`config.mk`:
```
export PLATFORM = sky130hd
export DESIGN_NAME = cas_ctrl
export DESIGN_NICKNAME = d
export VERILOG_FILES = /design/src/pkg/cas_pkg.sv /design/src/verilog/cas_ms_timer.sv /design/src/verilog/cas_ctrl.sv
export SDC_FILE = /design/constraint.sdc
export NUM_CORES = 1
export LEC_CHECK = 0
export BUFFER_PORTS_ARGS = -buffer_cell sky130_fd_sc_hd__buf_2
export CAP_MARGIN = 20
export CORE_UTILIZATION = 35
export DETAILED_ROUTE_END_ITERATION = 7
export MAX_ROUTING_LAYER = met4
export SYNTH_ARGS = -nofsm -noshare
export SYNTH_HDL_FRONTEND = slang
export SYNTH_HIERARCHICAL = 1
export SYNTH_SLANG_ARGS = --single-unit
export TNS_END_PERCENT = 50
```
`constraint.sdc`:
```
create_clock -name sys_clk -period 2.9 [get_ports sys_clk]
set_input_delay 0.29 -clock sys_clk [delete_from_list [all_inputs] [get_ports sys_clk]]
set_output_delay 0.29 -clock sys_clk [all_outputs]
set_load 0.005 [all_outputs]
```
`src/pkg/cas_pkg.sv`:
```
/*
  cas_pkg: shared constants and types for the abcd signaling controller.
  assumes a 25 MHz system clock and a single synchronous reset.
*/
package cas_pkg;
  localparam int unsigned CLK_HZ = 25000000;
  localparam int unsigned MS_CYCLES = CLK_HZ / 1000;
  localparam int unsigned DISC_MS_MAX = 4000;
  localparam int unsigned GUARD_MS_MAX = 2000;
  localparam logic [11:0] DISC_MS_RST = 12'h0_3E8;
  localparam logic [11:0] GUARD_MS_RST = 12'h0_000;
  localparam logic [14:0] MS_LAST = 15'(MS_CYCLES - 1);

  // code table slot indices
  localparam logic [3:0] C_IDLE_TX = 4'h0;
  localparam logic [3:0] C_IDLE_RX = 4'h1;
  localparam logic [3:0] C_BLOCK_RX = 4'h2;
  localparam logic [3:0] C_RING_ON_TX = 4'h3;
  localparam logic [3:0] C_RING_OFF_TX = 4'h4;
  localparam logic [3:0] C_IN_OFFHK_RX = 4'h5;
  localparam logic [3:0] C_IN_CONN_TX = 4'h6;
  localparam logic [3:0] C_IN_FDISC_TX = 4'h7;
  localparam logic [3:0] C_IN_CDISC_RX = 4'h8;
  localparam logic [3:0] C_SEIZE_RX = 4'h9;
  localparam logic [3:0] C_SEIZE_ACK_TX = 4'hA;
  localparam logic [3:0] C_DIAL_MAKE_RX = 4'hB;
  localparam logic [3:0] C_DIAL_BRK_RX = 4'hC;
  localparam logic [3:0] C_ANSWERED_TX = 4'hD;
  localparam logic [3:0] C_OUT_CDISC_RX = 4'hE;
  localparam logic [3:0] C_OUT_FDISC_TX = 4'hF;
  localparam int unsigned N_CODES = 16;

  // default code per slot, slot 0 in the low nibble
  localparam logic [63:0] DEFAULT_CODES = 64'hF5F1_5F5F_5F50_D515;

  // register offsets on the management port
  localparam logic [5:0] A_CODE_BASE = 6'h00;
  localparam logic [5:0] A_CTRL = 6'h10;
  localparam logic [5:0] A_DISC_MS = 6'h11;
  localparam logic [5:0] A_GUARD_MS = 6'h12;
  localparam logic [5:0] A_CMD = 6'h13;
  localparam logic [5:0] A_STATUS = 6'h14;

  // ctrl bits
  localparam int unsigned B_SELF_CLR = 0;
  localparam int unsigned B_SIMPLE = 1;
  localparam int unsigned B_TABLE = 2;
  localparam int unsigned B_AB_ONLY = 3;
  localparam int unsigned B_BLOCK_EN = 4;
  localparam int unsigned B_ACK_EN = 5;
  localparam int unsigned B_DISC_SUP = 6;
  localparam logic [6:0] CTRL_RST = 7'h43;

  // cmd bits (write-one pulses)
  localparam int unsigned B_CLR_ALARM = 0;
  localparam int unsigned B_SET_DEFAULT = 1;

  // code write data: [2:0] bit count, [7:4] value
  localparam logic [2:0] CNT_TWO = 3'h2;
  localparam logic [2:0] CNT_FOUR = 3'h4;

  typedef enum logic [3:0] {
    ST_IDLE, ST_GUARD, ST_RING, ST_IN_CONN, ST_SEIZED, ST_OUT_CONN,
    ST_DISC_HOLD, ST_DISC_WAIT, ST_BLOCKED
  } cas_state_t;
endpackage

```
`src/verilog/cas_ms_timer.sv`:
```
/*
  cas_ms_timer: millisecond down-counter with a start pulse.
  assumes start carries the load value in ms; done pulses one cycle.
*/
`timescale 1ns/100ps
module cas_ms_timer (
  input wire logic sys_clk,
  input wire logic sys_rst,
  input wire logic start,
  input wire logic [11:0] load_ms,
  output logic busy,
  output logic done
);
  typedef struct packed {
    logic [14:0] pre;
    logic [11:0] ms;
    logic busy;
    logic done;
  } cas_tmr_t;
  cas_tmr_t r_q, r_d;

  // prescale cycles into ms and count down
  always_comb begin
    r_d = r_q;
    r_d.done = 1'b0;
    if (start) begin
      r_d.pre = cas_pkg::MS_LAST;
      r_d.ms = load_ms;
      r_d.busy = (load_ms != 12'h000);
      r_d.done = (load_ms == 12'h000);
    end else if (r_q.busy) begin
      if (r_q.pre == 15'h0000) begin
        r_d.pre = cas_pkg::MS_LAST;
        r_d.ms = r_q.ms - 12'h001;
        if (r_q.ms == 12'h001) begin
          r_d.busy = 1'b0;
          r_d.done = 1'b1;
        end
      end else begin
        r_d.pre = r_q.pre - 15'h0001;
      end
    end
  end

  always_ff @(posedge sys_clk) begin
    if (sys_rst) begin
      r_q <= '0;
    end else begin
      r_q <= r_d;
    end
  end

  assign busy = r_q.busy;
  assign done = r_q.done;
endmodule

```
`src/verilog/cas_ctrl.sv`:
```
/*
  cas_ctrl: per-channel abcd signaling controller with alarm indication
  clearing, disconnect hold and release guard timing.
  assumes rx_abcd is a stable received code, switch requests are levels
  or pulses synchronous to sys_clk, and software uses the plain reg port.
*/
// The address map and the strobed register port were chosen for this implementation.
// How it works
// - self clearing on: alarm indication drops once condition goes away
// - self clearing off: indication stays until clear-alarm command
// - conditioning and yellow follow the live condition only
// - simple off: send disconnect, wait for cpe idle, then idle
// - simple on: idle straight after the disconnect code
// - default or table mode; default reloads every code
// - two-bit entry copied into cd, four-bit whole, others rejected
// - ab-only framing ignores c and d bits of received codes
// - send idle code when idle; idle-receive code means cpe idle
// - enabled blocking code blocks channel; hook report from switch
// - ringer-on while ringing, ringer-off in silent cadence part
// - incoming off-hook answers; send connected code
// - far-end release outside ringing sends the matching disconnect code
// - seize starts outgoing call; ack sent only if enabled
// - dial make and break codes recognised while dialing
// - answered code on far-end answer; cpe disconnect ends call
// - disconnect held for programmed time, cpe reconnect ignored
// - release guard after idle ignores cpe off-hook and ring requests
`timescale 1ns/100ps
module cas_ctrl (
  input wire logic sys_clk,
  input wire logic sys_rst,
  input wire logic [5:0] reg_addr,
  input wire logic [15:0] reg_wdata,
  input wire logic reg_wr,
  input wire logic reg_rd,
  output logic [15:0] reg_rdata,
  input wire logic [3:0] rx_abcd,
  input wire logic alarm_cond,
  input wire logic block_offhook_sel,
  input wire logic sw_ring_req,
  input wire logic sw_ring_cadence_on,
  input wire logic sw_answer,
  input wire logic sw_release,
  output logic [3:0] tx_abcd,
  output logic alarm_ind,
  output logic line_cond,
  output logic yellow_tx,
  output logic sw_offhook,
  output logic dial_make,
  output logic dial_break,
  output logic cpe_disc
);
  // whole block state, registered once per clock
  typedef struct packed {
    logic [63:0] codes;
    logic [6:0] ctrl;
    logic [11:0] disc_ms;
    logic [11:0] guard_ms;
    cas_pkg::cas_state_t st;
    logic outgoing;
    logic [3:0] tx;
    logic alarm;
    logic cond;
    logic offhook;
    logic make;
    logic brk;
    logic cdisc;
    logic [15:0] rdata;
  } cas_reg_t;
  cas_reg_t r_q, r_d;

  // hold and guard timer hookup
  logic tmr_start;
  logic [11:0] tmr_load;
  logic tmr_busy;
  logic tmr_done;

  // code of one slot
  function automatic logic [3:0] slot(input logic [63:0] c, input logic [3:0] i);
    slot = c[{i, 2'b00} +: 4];
  endfunction

  // exact match on active bits only
  function automatic logic hit(input logic [63:0] c, input logic [3:0] i,
                               input logic [3:0] rx, input logic ab_only);
    logic [3:0] m;
    m = ab_only ? 4'hC : 4'hF;
    hit = ((slot(c, i) ^ rx) & m) == 4'h0;
  endfunction

  // true for the sixteen code table slots, shared by write and read decode
  function automatic logic is_code(input logic [5:0] a);
    is_code = (a[5:4] == cas_pkg::A_CODE_BASE[5:4]);
  endfunction

  // one shared timer: disconnect hold first, then release guard
  cas_ms_timer u_tmr (
    .sys_clk(sys_clk),
    .sys_rst(sys_rst),
    .start(tmr_start),
    .load_ms(tmr_load),
    .busy(tmr_busy),
    .done(tmr_done)
  );

  // call state, codes, alarm and register port
  always_comb begin
    logic ab;
    logic [3:0] v;
    logic [3:0] widx;
    ab = 1'b0;
    v = 4'h0;
    widx = 4'h0;
    r_d = r_q;
    tmr_start = 1'b0;
    tmr_load = r_q.disc_ms;
    ab = r_q.ctrl[cas_pkg::B_AB_ONLY];
    widx = reg_addr[3:0];
    // pulse outputs default low each cycle
    r_d.make = 1'b0;
    r_d.brk = 1'b0;
    r_d.cdisc = 1'b0;

    // register writes
    if (reg_wr) begin
      // code entry: bit count in [2:0], value in [7:4]
      if (is_code(reg_addr)) begin
        v = reg_wdata[7:4];
        if (reg_wdata[2:0] == cas_pkg::CNT_TWO) begin
          r_d.codes[{widx, 2'b00} +: 4] = {v[3:2], v[3:2]};
        end else if (reg_wdata[2:0] == cas_pkg::CNT_FOUR) begin
          r_d.codes[{widx, 2'b00} +: 4] = v;
        end
      end else if (reg_addr == cas_pkg::A_CTRL) begin
        // mode change; default mode reloads the table
        r_d.ctrl = reg_wdata[6:0];
        if (!reg_wdata[cas_pkg::B_TABLE]) begin
          r_d.codes = cas_pkg::DEFAULT_CODES;
        end
      end else if (reg_addr == cas_pkg::A_DISC_MS) begin
        // out-of-range hold times are refused
        if (reg_wdata[11:0] <= 12'(cas_pkg::DISC_MS_MAX)) begin
          r_d.disc_ms = reg_wdata[11:0];
        end
      end else if (reg_addr == cas_pkg::A_GUARD_MS) begin
        // out-of-range guard times are refused
        if (reg_wdata[11:0] <= 12'(cas_pkg::GUARD_MS_MAX)) begin
          r_d.guard_ms = reg_wdata[11:0];
        end
      end else if (reg_addr == cas_pkg::A_CMD) begin
        // write-one command pulses
        if (reg_wdata[cas_pkg::B_SET_DEFAULT]) begin
          r_d.codes = cas_pkg::DEFAULT_CODES;
          r_d.ctrl[cas_pkg::B_TABLE] = 1'b0;
        end
        if (reg_wdata[cas_pkg::B_CLR_ALARM]) begin
          r_d.alarm = 1'b0;
        end
      end
    end

    // alarm indication latches while self-clearing is off; conditioning tracks the condition
    r_d.cond = alarm_cond;
    if (alarm_cond) begin
      r_d.alarm = 1'b1;
    end else if (r_q.ctrl[cas_pkg::B_SELF_CLR]) begin
      r_d.alarm = 1'b0;
    end

    // call state machine
    unique case (r_q.st)
      // idle: wait for blocking, seize or a ring request
      cas_pkg::ST_IDLE: begin
        r_d.tx = slot(r_q.codes, cas_pkg::C_IDLE_TX);
        r_d.offhook = 1'b0;
        if (r_q.ctrl[cas_pkg::B_BLOCK_EN] &&
            hit(r_q.codes, cas_pkg::C_BLOCK_RX, rx_abcd, ab)) begin
          r_d.st = cas_pkg::ST_BLOCKED;
        end else if (hit(r_q.codes, cas_pkg::C_SEIZE_RX, rx_abcd, ab)) begin
          r_d.st = cas_pkg::ST_SEIZED;
          r_d.outgoing = 1'b1;
          r_d.offhook = 1'b1;
        end else if (sw_ring_req) begin
          r_d.st = cas_pkg::ST_RING;
          r_d.outgoing = 1'b0;
        end
      end

      // release guard: idle code out, requests ignored
      cas_pkg::ST_GUARD: begin
        r_d.tx = slot(r_q.codes, cas_pkg::C_IDLE_TX);
        if (!tmr_busy) begin
          r_d.st = cas_pkg::ST_IDLE;
        end
      end

      // blocked: no calls, hook report from the switch position
      cas_pkg::ST_BLOCKED: begin
        r_d.tx = slot(r_q.codes, cas_pkg::C_IDLE_TX);
        r_d.offhook = block_offhook_sel;
        if (!r_q.ctrl[cas_pkg::B_BLOCK_EN] ||
            hit(r_q.codes, cas_pkg::C_IDLE_RX, rx_abcd, ab)) begin
          r_d.st = cas_pkg::ST_IDLE;
          r_d.offhook = 1'b0;
        end
      end

      // ringing: cadence picks the ringer code
      cas_pkg::ST_RING: begin
        r_d.tx = sw_ring_cadence_on ? slot(r_q.codes, cas_pkg::C_RING_ON_TX)
                                    : slot(r_q.codes, cas_pkg::C_RING_OFF_TX);
        if (hit(r_q.codes, cas_pkg::C_IN_OFFHK_RX, rx_abcd, ab)) begin
          r_d.st = cas_pkg::ST_IN_CONN;
          r_d.offhook = 1'b1;
        end else if (sw_release) begin
          r_d.st = cas_pkg::ST_IDLE;
        end
      end

      // incoming call answered and connected
      cas_pkg::ST_IN_CONN: begin
        r_d.tx = slot(r_q.codes, cas_pkg::C_IN_CONN_TX);
        if (sw_release) begin
          r_d.st = cas_pkg::ST_DISC_HOLD;
          r_d.tx = slot(r_q.codes, cas_pkg::C_IN_FDISC_TX);
          tmr_start = 1'b1;
        end else if (hit(r_q.codes, cas_pkg::C_IN_CDISC_RX, rx_abcd, ab)) begin
          r_d.cdisc = 1'b1;
          r_d.offhook = 1'b0;
          r_d.st = cas_pkg::ST_GUARD;
          tmr_start = 1'b1;
          tmr_load = r_q.guard_ms;
        end
      end

      // seized: dialing until answer, release or abandon
      cas_pkg::ST_SEIZED: begin
        r_d.tx = r_q.ctrl[cas_pkg::B_ACK_EN] ? slot(r_q.codes, cas_pkg::C_SEIZE_ACK_TX)
                                             : slot(r_q.codes, cas_pkg::C_IDLE_TX);
        r_d.make = hit(r_q.codes, cas_pkg::C_DIAL_MAKE_RX, rx_abcd, ab);
        r_d.brk = hit(r_q.codes, cas_pkg::C_DIAL_BRK_RX, rx_abcd, ab);
        if (sw_answer) begin
          r_d.st = cas_pkg::ST_OUT_CONN;
        end else if (sw_release) begin
          r_d.st = cas_pkg::ST_DISC_HOLD;
          r_d.tx = slot(r_q.codes, cas_pkg::C_OUT_FDISC_TX);
          tmr_start = 1'b1;
        end else if (hit(r_q.codes, cas_pkg::C_IDLE_RX, rx_abcd, ab)) begin
          r_d.st = cas_pkg::ST_GUARD;
          r_d.offhook = 1'b0;
          tmr_start = 1'b1;
          tmr_load = r_q.guard_ms;
        end
      end

      // outgoing call answered by the far end
      cas_pkg::ST_OUT_CONN: begin
        r_d.tx = slot(r_q.codes, cas_pkg::C_ANSWERED_TX);
        if (sw_release) begin
          r_d.st = cas_pkg::ST_DISC_HOLD;
          r_d.tx = slot(r_q.codes, cas_pkg::C_OUT_FDISC_TX);
          tmr_start = 1'b1;
        end else if (hit(r_q.codes, cas_pkg::C_OUT_CDISC_RX, rx_abcd, ab)) begin
          r_d.cdisc = 1'b1;
          r_d.offhook = 1'b0;
          r_d.st = cas_pkg::ST_GUARD;
          tmr_start = 1'b1;
          tmr_load = r_q.guard_ms;
        end
      end

      // far-end disconnect: hold the code while the timer runs
      cas_pkg::ST_DISC_HOLD: begin
        // disconnect code holds; cpe codes ignored meanwhile
        if (!r_q.ctrl[cas_pkg::B_DISC_SUP] || tmr_done) begin
          if (r_q.ctrl[cas_pkg::B_SIMPLE]) begin
            r_d.st = cas_pkg::ST_GUARD;
            r_d.offhook = 1'b0;
            tmr_start = 1'b1;
            tmr_load = r_q.guard_ms;
          end else begin
            r_d.st = cas_pkg::ST_DISC_WAIT;
          end
        end
      end

      // full tear-down: wait for the cpe to go idle
      cas_pkg::ST_DISC_WAIT: begin
        if (hit(r_q.codes, cas_pkg::C_IDLE_RX, rx_abcd, ab)) begin
          r_d.st = cas_pkg::ST_GUARD;
          r_d.offhook = 1'b0;
          tmr_start = 1'b1;
          tmr_load = r_q.guard_ms;
        end
      end

      // unused state codes fall back to idle
      default: begin
        r_d.st = cas_pkg::ST_IDLE;
      end
    endcase

    // read data one cycle after the strobe
    r_d.rdata = 16'h0000;
    if (reg_rd) begin
      if (is_code(reg_addr)) begin
        r_d.rdata = {12'h000, slot(r_q.codes, widx)};
      end else if (reg_addr == cas_pkg::A_CTRL) begin
        r_d.rdata = {9'h000, r_q.ctrl};
      end else if (reg_addr == cas_pkg::A_DISC_MS) begin
        r_d.rdata = {4'h0, r_q.disc_ms};
      end else if (reg_addr == cas_pkg::A_GUARD_MS) begin
        r_d.rdata = {4'h0, r_q.guard_ms};
      end else if (reg_addr == cas_pkg::A_STATUS) begin
        // hook, direction, conditioning, alarm, call state
        r_d.rdata = {5'h00, r_q.offhook, r_q.outgoing, r_q.cond, r_q.alarm,
                     3'h0, 4'(r_q.st)};
      end
    end
  end

  always_ff @(posedge sys_clk) begin
    // reset loads default codes, control and times
    if (sys_rst) begin
      r_q <= '{codes: cas_pkg::DEFAULT_CODES, ctrl: cas_pkg::CTRL_RST,
               disc_ms: cas_pkg::DISC_MS_RST, guard_ms: cas_pkg::GUARD_MS_RST,
               st: cas_pkg::ST_IDLE, default: '0};
    end else begin
      r_q <= r_d;
    end
  end

  // outputs straight from the state register
  assign reg_rdata = r_q.rdata;
  assign tx_abcd = r_q.tx;
  assign alarm_ind = r_q.alarm;
  // conditioning and yellow both track the live condition
  assign line_cond = r_q.cond;
  assign yellow_tx = r_q.cond;
  assign sw_offhook = r_q.offhook;
  assign dial_make = r_q.make;
  assign dial_break = r_q.brk;
  assign cpe_disc = r_q.cdisc;
endmodule

```
* Word level (Yosys, flattened, before mapping)
Cells that the tools add are included.
** Word-level totals
- Bits in registers :: 155
- Output and inout port bits :: 27
- Word-level logic and storage cells :: 239
** Cells by class
- Add/subtract/negate cells :: 3
- Order comparisons :: 2
- Eq/ne operators :: 41
- Shift operators :: 4
- Multiplexer cells :: 97
- Bitwise gates (word level) :: 22
- Reductions and logical operators :: 47
** Operator list (count)
- 64-bit two-way mux :: 9
- 12-bit two-way mux :: 11
- 64-bit bitwise mux :: 2
- 4-bit by 8-bit variable part select with 64-bit output :: 2
- 4-bit two-way mux :: 20
- 4-bit by 8-bit variable shift with 64-bit output, first input constant :: 1
- 64-bit by 7-bit variable part select with 4-bit output :: 1
- 12-bit case mux with 5 select lines :: 1
- 29-bit two-way mux :: 2
- 1-bit two-way mux :: 38
- 4-bit zero test :: 9
- 4-bit case mux with 9 select lines :: 1
- 4-bit AND :: 8
- 4-bit bitwise XOR :: 8
- 6-bit by 5-bit equality test with 1-bit output, second input constant :: 5
- 3-bit != test, second input constant :: 10
- 2-bit != test, second input constant :: 13
- 7-bit AND reduction :: 3
- 4-bit case mux with 5 select lines :: 1
- 4-bit by 3-bit equality test with 1-bit output, second input constant :: 4
- 15-bit zero test :: 1
- 15-bit two-way mux :: 1
- 3-bit nonzero test :: 5
- 15-bit by 1-bit subtractor with 15-bit output, second input constant :: 1
- other kinds (40) :: 59

* Depth between registers and ports, before layout
Gate-level depths: netlist of run 1.
- Word-level depth :: 9
- Mapped depth :: 14
- Depth with buffers taken out :: 10

* Hierarchy
Netlist of run 1, hierarchy kept.
** By module, submodules not included
- cas_ctrl :: instances 1, cells an instance 905, area each 7418.4 um^2
- cas_ms_timer :: instances 1, cells an instance 205, area each 1685.4 um^2

* Worst setup path before layout of run 1
Ideal clock, no wire load.
- Kind :: in2reg
- Start point :: input reg_addr[0]
- End point :: register r_q[66] (netlist name)
- Setup time :: 0.132 ns
- Arrival :: 2.943 ns
- Required time :: 2.768 ns
- Path slack :: -0.175 ns
- Stages on the path :: 13
- Path through :: buf_2 -> buf_2 -> buf_2 -> inv_1 -> ha_1 -> and3b_1 -> a22o_1 -> a221o_1 -> buf_2 -> buf_2 -> o21bai_1 -> nor4_1 -> a21oi_1
** RTL lines
- from (decl) :: RTL line cas_ctrl.sv:31 : input wire logic [5:0] reg_addr,

==> flow_metrics.py, run 1 <==
metrics = {
    "place": {
        "dpl.hpwl_um": 22500,
        "io_buffers": 54,
        "place_inst": 1461,
        "gp_congestion": 0.958,
        "placed_cell_area_um2": 9770,
    },
    "yosys": {
        "synth-simple-area-share_pct": 24.4,
        "post_synth_instance_area_um2": 9100,
        "synth_top_area_cell": "dfxtp_1",
        "syn_area_per_cell_um2": 8.20,
        "async_reset_ff_share_pct": 0,
        "synth_flop_cell": "dfxtp_1",
        "seq_area_frac_synth_pct": 33.2,
        "synth_edf_count": 0,
        "synth_mux_area_share_pct": 11.6,
        "synth_compound_area_share_pct": 18.4,
        "synth_top_family_by_area": "simple AND/OR/NAND/NOR gates",
        "synth-seq-cells": 151,
        "ys_warn_count": 6,
        "synthDistinctLibCells": 77,
        "synth_fa_ha_area_share_pct": 1.10,
        "synth_top_area_share_pct": 33.2,
        "syn_inst": 1110,
        "ys_top_cells_by_area": "dfxtp_1 (33%), mux2i_1 (6.9%), nor2_1 (5.4%)",
        "synth_xor_xnor_area_share_pct": 4.62,
    },
    "power_and_ir_drop": {
        "power.density_nw_per_um2": 521,
        "pwr-share-comb_pct": 17.6,
        "p_sw_w": 0.00167,
        "power.leakage_nw": 3.80,
        "switching_share_pct": 31.0,
        "clock_power_share_pct": 41.7,
        "ir_drop_mv": 0.413,
        "power_frac_seq_pct": 40.6,
        "p_int_w": 0.00373,
        "total_power_w": 0.00540,
    },
    "clock_network": {
        "path_clk_slew_ns": 0.07,
        "clock_latency_ns": 0.43,
        "cts_sinks": 151,
        "cts_buffers": 17,
        "root_buffer": "clkbuf_16",
        "cts_tree": "built",
        "clk_path_buf_depth": 2,
        "htree_num_levels": 4,
    },
    "worst_setup_path": {
        "cp_slowest_cell": "nor4b_1",
        "critPathKind": "flop to flop",
        "cp_data_arrival_time_ns": 3.01,
        "r2r-start": "r_q[58]",
        "cp-end-kind": "flop",
        "cp-startpoint": "r_q[58]",
        "path_cells": "buf_4 -> a21oi_1 -> nor2_1 -> nor4b_1 -> nor4_4 -> buf_12 -> mux2i_1 -> nor4_1 -> nand4_1 -> o211a_1",
        "critPathRequiredTime_ns": 3.22,
        "slowest_delay_ns": 0.49,
        "startpoint_type": "flop",
        "cp_max_fo": 11,
    },
    "layout": {
        "fin_area_um2": 10400,
        "final_cell_count_no_fill": 1493,
        "drive_gt1_share_pct": 16.2,
        "n_fill_cell": 2579,
        "n_antenna_cell": 0,
        "final_common_cell": "dfxtp_1",
        "final_util_pct": 40.9,
        "synthToLayoutAreaGrowth_pct": 13.8,
        "nets": 1194,
        "layout_common_cells": "dfxtp_1 (150), nor2_1 (130), nand2_1 (122)",
    },
    "global_route": {
        "track_usage_pct": 23.8,
        "grt_max_degree": 62,
        "grt_pass1_wl_um": 47200,
        "grt_overflow": 0,
        "grt_pass1_vias": 8156,
        "antenna_found_initial": 0,
    },
    "sta": {
        "fmax_ghz": 0.372,
        "rsz0062_at_grt": "false",
        "min_period_over_period_pct": 92.8,
        "slew_headroom_pct": 36.9,
        "fin_skew_ns": 0.0113,
        "setup_viol": 0,
        "finalMaxSlewViolations": 0,
        "finalCriticalPeriod_ns": 2.69,
        "finalSetupTns_ns": 0,
        "hold_viol_final": 0,
        "tightest_slew_ns": 0.947,
    },
    "flow_run": {
        "maxCapViolations": 0,
    },
    "floorplanning": {
        "die_h_um": 163,
        "initial_core_util_pct": 35.9,
        "dieWidth_um": 163,
        "dieArea_um2": 26700,
        "core_area_um2": 25300,
        "rows": 58,
        "io_pins": 63,
    },
    "route": {
        "vias": 8610,
        "vias_per_cell": 5.77,
        "dr.pass1.iters": 5,
        "wl_um": 30000,
        "drt_first_iter_violations": 912,
        "drc": 0,
        "wire_per_inst_um": 20.1,
        "ant_nets": 0,
    },
    "hold_path": {
        "hold_class": "input pin to flop",
        "hold_start": "alarm_cond",
    },
    "run_status": {
        "outcome": "completed",
    },
}
power by group through the flow:
stage / Combinational, W / Clock, W / Sequential [W]
5_1_grt: 0.00104 / 0.00236 / 0.00220
3_3_place_gp: 0.000937 / 0 / 0.00224
6_report: 0.000952 / 0.00225 / 0.00219
4_1_cts: 0.000945 / 0.00227 / 0.00219
2_1_floorplan: 0.000663 / 0 / 0.00222
3_5_place_dp: 0.000940 / 0 / 0.00224
synth_stat cells, drive strengths merged (17+ instances only):
| cell type | count |
|---|---|
| a21oi | 56 |
| a22oi | 19 |
| buf | 50 |
| clkbuf | 38 |
| dfxtp | 151 |
| inv | 33 |
| mux2i | 63 |
| mux4 | 18 |
| nand2 | 122 |
| nand2b | 17 |
| nand3 | 21 |
| nor2 | 131 |
| nor2b | 17 |
| nor3 | 42 |
| nor4 | 24 |
| o21ai | 53 |
| xnor2 | 33 |
sequential cells by signal (all words and copies together), names as in the netlist:
register / count
reg_rdata: 12
u_tmr/r_q: 27
u_tmr/done: 1
dial_break: 1
line_cond: 1
tx_abcd: 4
u_tmr/busy: 1
dial_make: 1
alarm_ind: 1
cpe_disc: 1
r_q: 100
sw_offhook: 1
cells by family (layout without fill, tap and decap cells):
| logic type | Yosys count | count (layout) |
|---|---|---|
| compound gates | 247 | 247 |
| xor+xnor | 48 | 48 |
| fa+ha+maj | 8 | 8 |
| buf+inv | 123 | 173 |
| flops | 151 | 151 |
| mux | 83 | 83 |
| other cells | 1 | 4 |
| simple gates | 449 | 449 |
what timing repair did:
item | 4_1_cts | 5_1_grt
endpoints found under the setup margin | 0 | 1
setup buffers | 0 | 0
hold buffers | 0 | 0
resized for setup | 0 | 1
endpoints found under the hold margin | 0 | 0
per-stage QoR:
stage | setup WS (ns) | hold slack (ns)
3_3_place_gp | 0.0664 | 0.472
6_report | 0.210 | 0.0891
4_1_cts | 0.246 | 0.0785
5_1_grt | 0.0284 | 0.0969
2_1_floorplan | 0.0244 | 0.408
3_5_place_dp | 0.0552 | 0.475
worst paths after layout:
check | endpoint | slack, ns | depth (start not counted)
max | u_tmr/busy | 0.21 | 10
min | alarm_ind | 0.09 | 3
max reg2reg | u_tmr/busy | 0.21 | 10
min reg2reg | reg_rdata[6] | 0.50 | 2
metal layers:
metal / global-route usage [%] / routed length (um) / share of wire, %
met1: 30.9 / 13100 / 44
met2: 36.3 / 13600 / 45
met3: 4.16 / 2190 / 7.3
met4: 9.52 / 1020 / 3.4
met5: - / 0 / 0
worst max-delay path: cells and delay by family (launching register included):
family,cells,cell delay [ns]
and+or+nand+nor,5,1.24
AOI/OAI and AO/OA,2,0.44
DFF,1,0.39
buffers and inverters,2,0.37
muxes,1,0.13
layout make-up:
type                    count  area, um^2  share of cell area (%)
clock buffers              17         425                    4.11
flip-flops and latches    151        3020                    29.2
clock inverters            15         160                    1.55
inverters                  34         128                    1.23
multi-input cells         839        5510                    53.1
repair buffers            107         706                    6.81
well taps                 330         413                    3.99
No activity file was read; power rests on OpenSTA's default activity.
==> run 2, diff against run 1 <==
- ABC_AREA: default -> 1
==> run 2 against run 1 <==
Utilization down 0.70 points. Largest power group unchanged. Combinational power up 19%. Fmax up 3.9%. Clock power up 2%. Worst hold slack worse by 0.00060 ns. Setup slack better by 0.10 ns. Register-to-register slack better by 0.10 ns. Synthesized cell count up 44%. Highest routed layer unchanged. Die area up 7.8%.
==> flow_metrics.py, run 2 <==
metrics = {
    "global_route": {
        "grt_pass1_vias": 9653,
        "grt_max_degree": 67,
        "grt_overflow": 0,
        "grt_pass1_wl_um": 54600,
        "antenna_found_initial": 1,
        "track_usage_pct": 25.7,
    },
    "floorplanning": {
        "io_pins": 63,
        "dieWidth_um": 170,
        "die_h_um": 170,
        "core_area_um2": 27300,
        "initial_core_util_pct": 36.0,
        "rows": 60,
        "dieArea_um2": 28700,
    },
    "yosys": {
        "post_synth_instance_area_um2": 9820,
        "syn_inst": 1597,
        "synthDistinctLibCells": 53,
        "synth_top_area_share_pct": 30.8,
        "yosys-top-cells-count": "nand2_1 (458), inv_1 (176), dfxtp_1 (151), nor2_1 (148), o21ai_0 (129)",
        "async_reset_ff_share_pct": 0,
        "synth_edf_count": 0,
        "syn_area_per_cell_um2": 6.15,
        "synth-simple-area-share_pct": 37.8,
        "synth_xor_xnor_area_share_pct": 1.96,
        "synth_compound_area_share_pct": 16.7,
        "synth_top_area_cell": "dfxtp_1",
        "synth_top_family_by_area": "simple AND/OR/NAND/NOR gates",
        "synth_fa_ha_area_share_pct": 1.02,
        "ys_warn_count": 6,
        "synth_flop_cell": "dfxtp_1",
        "synth_most_common_cell": "nand2_1",
        "seq_area_frac_synth_pct": 30.8,
        "synth-seq-cells": 151,
        "synth_mux_area_share_pct": 0.102,
        "ys_top_cells_by_area": "dfxtp_1 (31%), nand2_1 (18%), inv_1 (6.7%)",
    },
    "power_and_ir_drop": {
        "power.density_nw_per_um2": 518,
        "ir_drop_mv": 0.365,
        "switching_share_pct": 34.2,
        "power_frac_seq_pct": 39.9,
        "clock_power_share_pct": 40.3,
        "p_sw_w": 0.00194,
        "pwr-share-comb_pct": 19.9,
        "power.leakage_nw": 5.16,
        "p_int_w": 0.00374,
    },
    "sta": {
        "finalMaxSlewViolations": 0,
        "finalCriticalPeriod_ns": 2.59,
        "hold_viol_final": 0,
        "min_period_over_period_pct": 89.3,
        "rsz0062_at_grt": "false",
        "tightest_slew_ns": 0.754,
        "finalSetupTns_ns": 0,
        "fin_skew_ns": 0.0158,
        "fmax_ghz": 0.386,
        "setup_viol": 0,
        "finalWorstSetupSlack_ns": 0.311,
        "slew_headroom_pct": 49.6,
    },
    "worst_setup_path": {
        "startpoint_type": "flop",
        "cp_max_fo": 17,
        "cpMostUsedCell": "nor2_1",
        "cp_slowest_cell": "dfxtp_1",
        "slowest_delay_ns": 0.49,
        "critPathRequiredTime_ns": 3.28,
        "cp_data_arrival_time_ns": 2.96,
        "path_cells": "inv_1 -> nor2_1 -> nand3_2 -> nor2_1 -> nand2_1 -> nand2_1 -> nor2_2 -> buf_4 -> o21ai_0 -> nor2_1 -> nand3_1 -> nand3b_1 -> nand3_1 -> nor2_1",
        "cp-end-kind": "flop",
        "critPathKind": "flop to flop",
    },
    "route": {
        "ant_nets": 0,
        "drc": 0,
        "wl_um": 35600,
        "vias_per_cell": 5.27,
        "drt_first_iter_violations": 1073,
        "vias": 10600,
        "dr.pass1.iters": 6,
        "wire_per_inst_um": 17.7,
    },
    "layout": {
        "drive_gt1_share_pct": 10.6,
        "n_fill_cell": 2963,
        "nets": 1666,
        "final_util_pct": 40.2,
        "largest_register": "r_q",
        "final_common_cell": "nand2_1",
        "fin_area_um2": 11000,
        "synthToLayoutAreaGrowth_pct": 11.6,
        "layout_common_cells": "nand2_1 (458), inv_1 (175), dfxtp_1 (151)",
        "largest_reg_flops": 100,
    },
    "place": {
        "place_ws_ns": 0.319,
        "dpl.hpwl_um": 27500,
        "placed_cell_area_um2": 10400,
        "io_buffers": 54,
        "gp_congestion": 0.985,
    },
    "flow_run": {
        "maxCapViolations": 0,
    },
    "clock_network": {
        "cts_setup_buffers": 0,
        "htree_num_levels": 4,
        "clk_path_buf_depth": 2,
        "path_clk_slew_ns": 0.07,
        "cts_resized": 0,
        "root_buffer": "clkbuf_16",
        "cts_buffers": 17,
        "cts_sinks": 151,
        "cts_hold_buf": 0,
        "cts_tree": "built",
        "clock_latency_ns": 0.44,
    },
    "run_status": {
        "outcome": "completed",
    },
    "hold_path": {
        "hold_class": "input pin to flop",
    },
}
==> run 2: cell count changes in the layout (fill, tap and decap cells not counted), moves of 57 or more <==
cell / delta
mux2i_1: -62
nand3_1: +106
a21oi_1: +57
nand2_1: +336
inv_1: +142
o21ai_0: +81
==> run 2: kinds of logic after synthesis <==
logic type / count (synthesis)
adder cells (fa/ha/maj): 8
other: 1
multiplexers: 1
AND/OR/NAND/NOR: 849
buffers and inverters: 265
flip-flops: 151
XOR/XNOR: 22
AO/OA/AOI/OAI: 300
==> run 2: final cells by class <==
type | instances | area [um^2] | area share [%]
Antenna cell | 1 | 2.50 | 0.0228
Clock buffer | 18 | 429 | 3.92
Clock inverter | 14 | 166 | 1.52
Inverter | 184 | 691 | 6.30
Multi-Input combinational cell | 1184 | 5690 | 51.9
Sequential cell | 151 | 3020 | 27.6
Tap cell | 372 | 465 | 4.25
Timing Repair Buffer | 84 | 495 | 4.52
==> run 2: metal layers <==
| layer | vias to the layer above | part of all wire [%] | global-route usage (%) |
|---|---|---|---|
| met5 | - | 0 | - |
| met4 | 0 | 4.1 | 11.6 |
| met3 | 74 | 6.0 | 3.54 |
| met2 | 373 | 44 | 39.3 |
| met1 | 4920 | 46 | 33.6 |
| li1 | 5221 | - | - |
==> run 2: through the flow <==
| step | power, W | instances | hold slack [ns] |
|---|---|---|---|
| 2_1_floorplan | 0.00309 | 1600 | 0.403 |
| 3_3_place_gp | 0.00341 | 1975 | 0.444 |
| 3_5_place_dp | 0.00342 | 1975 | 0.445 |
| 4_1_cts | 0.00570 | 2007 | 0.0823 |
| 5_1_grt | 0.00594 | 2008 | 0.104 |
| 6_report | 0.00568 | 2008 | 0.0885 |
==> run 2: final timing paths <==
kind / from / to / slack [ns] / cells after the start
max reg2reg: r_q[29] / u_tmr/busy / 0.31 / 14
max: r_q[29] / u_tmr/busy / 0.31 / 14
min: alarm_cond / line_cond / 0.09 / 3
min reg2reg: r_q[116] / r_q[116] / 0.46 / 2
==> run 2: power by group through the flow <==
stage                     sequential (W)  combinational, W  clock [W]
after floorplan                  0.00226          0.000830          0
after global placement           0.00231           0.00110          0
after detailed placement         0.00231           0.00111          0
after CTS                        0.00226           0.00112    0.00232
after global routing             0.00227           0.00128    0.00239
final                            0.00226           0.00113    0.00229
==> run 2: critical path: cells and delay by family (launching register included) <==
kind,cells,cell delay (ns)
AO/OA/AOI/OAI,1,0.39
flip-flops,1,0.49
buffers and inverters,2,0.29
AND/OR/NAND/NOR,11,1.37
==> run 3, diff against run 2 <==
==> constraint.sdc (replaced) <==
create_clock -name sys_clk -period 2.9 [get_ports sys_clk]
set_input_delay 0.145 -clock sys_clk [delete_from_list [all_inputs] [get_ports sys_clk]]
set_output_delay 0.145 -clock sys_clk [all_outputs]
set_load 0.005 [all_outputs]
==> run 3 against run 2 <==
Worst hold slack got worse by 0.065 ns. Combinational power is essentially flat. Power increased by 3.6%. Fmax hardly changed. Count of clock-buffer cells in the layout up 1. Largest power group unchanged. Highest routed layer unchanged.
==> flow_metrics.py, run 3 (synthesis gave the netlist of run 2 again) <==
metrics = {
    "place": {
        "io_buffers": 54,
        "dpl.hpwl_um": 27600,
        "gp_congestion": 0.991,
        "place_inst": 1972,
    },
    "worst_setup_path": {
        "cp-startpoint": "r_q[30]",
        "cp_max_fo": 17,
        "cp_slowest_cell": "o21ai_0",
        "rrSetupSlack_ns": 0.31,
        "cp-end-kind": "flop",
        "critPathRequiredTime_ns": 3.27,
        "r2r-start": "r_q[30]",
        "worst-r2r-cell-count": 14,
        "cpMostUsedCell": "nor2_1",
        "cp_data_arrival_time_ns": 2.96,
        "r2r-end": "u_tmr/busy",
        "slowest_delay_ns": 0.39,
        "startpoint_type": "flop",
        "critPathKind": "flop to flop",
        "path_cells": "buf_4 -> nor2_1 -> nand2_1 -> o22ai_1 -> inv_1 -> o21ai_0 -> nor2_2 -> buf_4 -> o21ai_0 -> nor2_1 -> nand3_1 -> nand3b_1 -> nand3_1 -> nor2_1",
    },
    "route": {
        "wire_per_inst_um": 18.0,
        "drc": 0,
        "dr.pass1.iters": 6,
        "vias_per_cell": 5.23,
        "vias": 10500,
        "drt_first_iter_violations": 971,
        "ant_nets": 0,
        "wl_um": 36200,
    },
    "layout": {
        "final_util_pct": 40.4,
        "largest_reg_flops": 100,
        "final_common_cell": "nand2_1",
        "nets": 1668,
        "synthToLayoutAreaGrowth_pct": 12.2,
        "drive_gt1_share_pct": 10.5,
        "n_antenna_cell": 0,
        "largest_register": "r_q",
        "layout_common_cells": "nand2_1 (458), inv_1 (175), dfxtp_1 (150)",
        "final_cell_count_no_fill": 2009,
    },
    "clock_network": {
        "cts_sinks": 151,
        "clk_path_buf_depth": 2,
        "cts_buffers": 17,
        "cts_tree": "built",
        "clock_latency_ns": 0.44,
        "cts_setup_buffers": 0,
        "root_buffer": "clkbuf_16",
        "htree_num_levels": 4,
        "path_clk_slew_ns": 0.07,
    },
    "sta": {
        "hold_slack_ns": 0.0238,
        "min_period_over_period_pct": 89.4,
        "fmax_ghz": 0.386,
        "hold_viol_final": 0,
        "finalMaxSlewViolations": 0,
        "setup_viol": 0,
        "slew_headroom_pct": 49.6,
        "rsz0062_at_grt": "false",
        "finalSetupTns_ns": 0,
        "finalCriticalPeriod_ns": 2.59,
        "fin_skew_ns": 0.0218,
        "tightest_slew_ns": 0.753,
    },
    "global_route": {
        "grt_util_met2_pct": 40.8,
        "antenna_found_initial": 0,
        "grtUsageMet3_pct": 3.31,
        "grt_max_degree": 67,
        "busiest_layer": "met2",
        "grt_pass1_vias": 9677,
        "grt_overflow": 0,
        "grt_pass1_wl_um": 55800,
        "track_usage_pct": 26.3,
        "grt.met1_usage_pct": 34.9,
    },
    "run_status": {
        "outcome": "completed",
    },
    "hold_path": {
        "hold_class": "input pin to flop",
        "hold-path-cell-count": 3,
        "holdPathEnd": "r_q[53]",
        "hold_start": "reg_wdata[10]",
    },
    "power_and_ir_drop": {
        "ir_drop_mv": 0.357,
        "power.leakage_nw": 5.20,
        "power.density_nw_per_um2": 534,
    },
    "floorplanning": {
        "initial_core_util_pct": 36.0,
        "die_h_um": 170,
        "dieWidth_um": 170,
        "dieArea_um2": 28700,
        "rows": 60,
        "core_area_um2": 27300,
        "io_pins": 63,
    },
    "flow_run": {
        "maxCapViolations": 0,
    },
}
run 3: worst max-delay path, delay by kind of cell, from the launching register on:
kind	cells	cell delay (ns)
buffers and inverters	3	0.42
and+or+nand+nor	8	0.98
AOI/OAI and AO/OA	3	0.79
DFF	1	0.33
run 3: what timing repair did:
item / 4_1_cts / 5_1_grt
setup endpoints to repair: 0 / 1
gates resized for setup: 0 / 1
hold endpoints to repair: 7 / 0
hold buffers: 5 / 0
run 3: worst max path at each step:
stage                          endpoint  depth (start not counted)  slack, ns
after floorplan                r_q[101]                         10       0.74
after global placement    u_tmr/r_q[27]                         17       0.32
after detailed placement  u_tmr/r_q[27]                         17       0.31
after CTS                    u_tmr/busy                         13       0.31
after global routing      u_tmr/r_q[27]                         16      0.007
final                        u_tmr/busy                         14       0.31
run 3: metal layers:
layer | share of wire (%) | vias to the layer above
li1 | - | 5222
met1 | 46 | 4853
met2 | 45 | 363
met3 | 6.3 | 60
met4 | 3.2 | 0
met5 | 0 | -
run 3: final cells by class:
type                            instances  area, um^2
Clock buffer                           19         453
Timing Repair Buffer                   86         523
Clock inverter                         13         181
Inverter                              184         691
Tap cell                              372         465
Multi-Input combinational cell       1184        5680
Sequential cell                       151        3020
Fill cell                            2999       16200
run 3: per-stage QoR:
stage               instance area [um^2]  setup WS (ns)  total power [W]
CTS                                11000          0.314          0.00589
global placement                   10300          0.323          0.00342
global route                       11000        0.00653          0.00614
floorplan                           9830          0.739          0.00309
detailed placement                 10300          0.311          0.00343
finish                             11000          0.309          0.00588
run 3: where the power goes:
group / internal [W] / switching (W)
logic: 0.000357 / 0.000800
registers: 0.00216 / 0.0000967
clock network: 0.00143 / 0.00104
total: 0.00395 / 0.00193
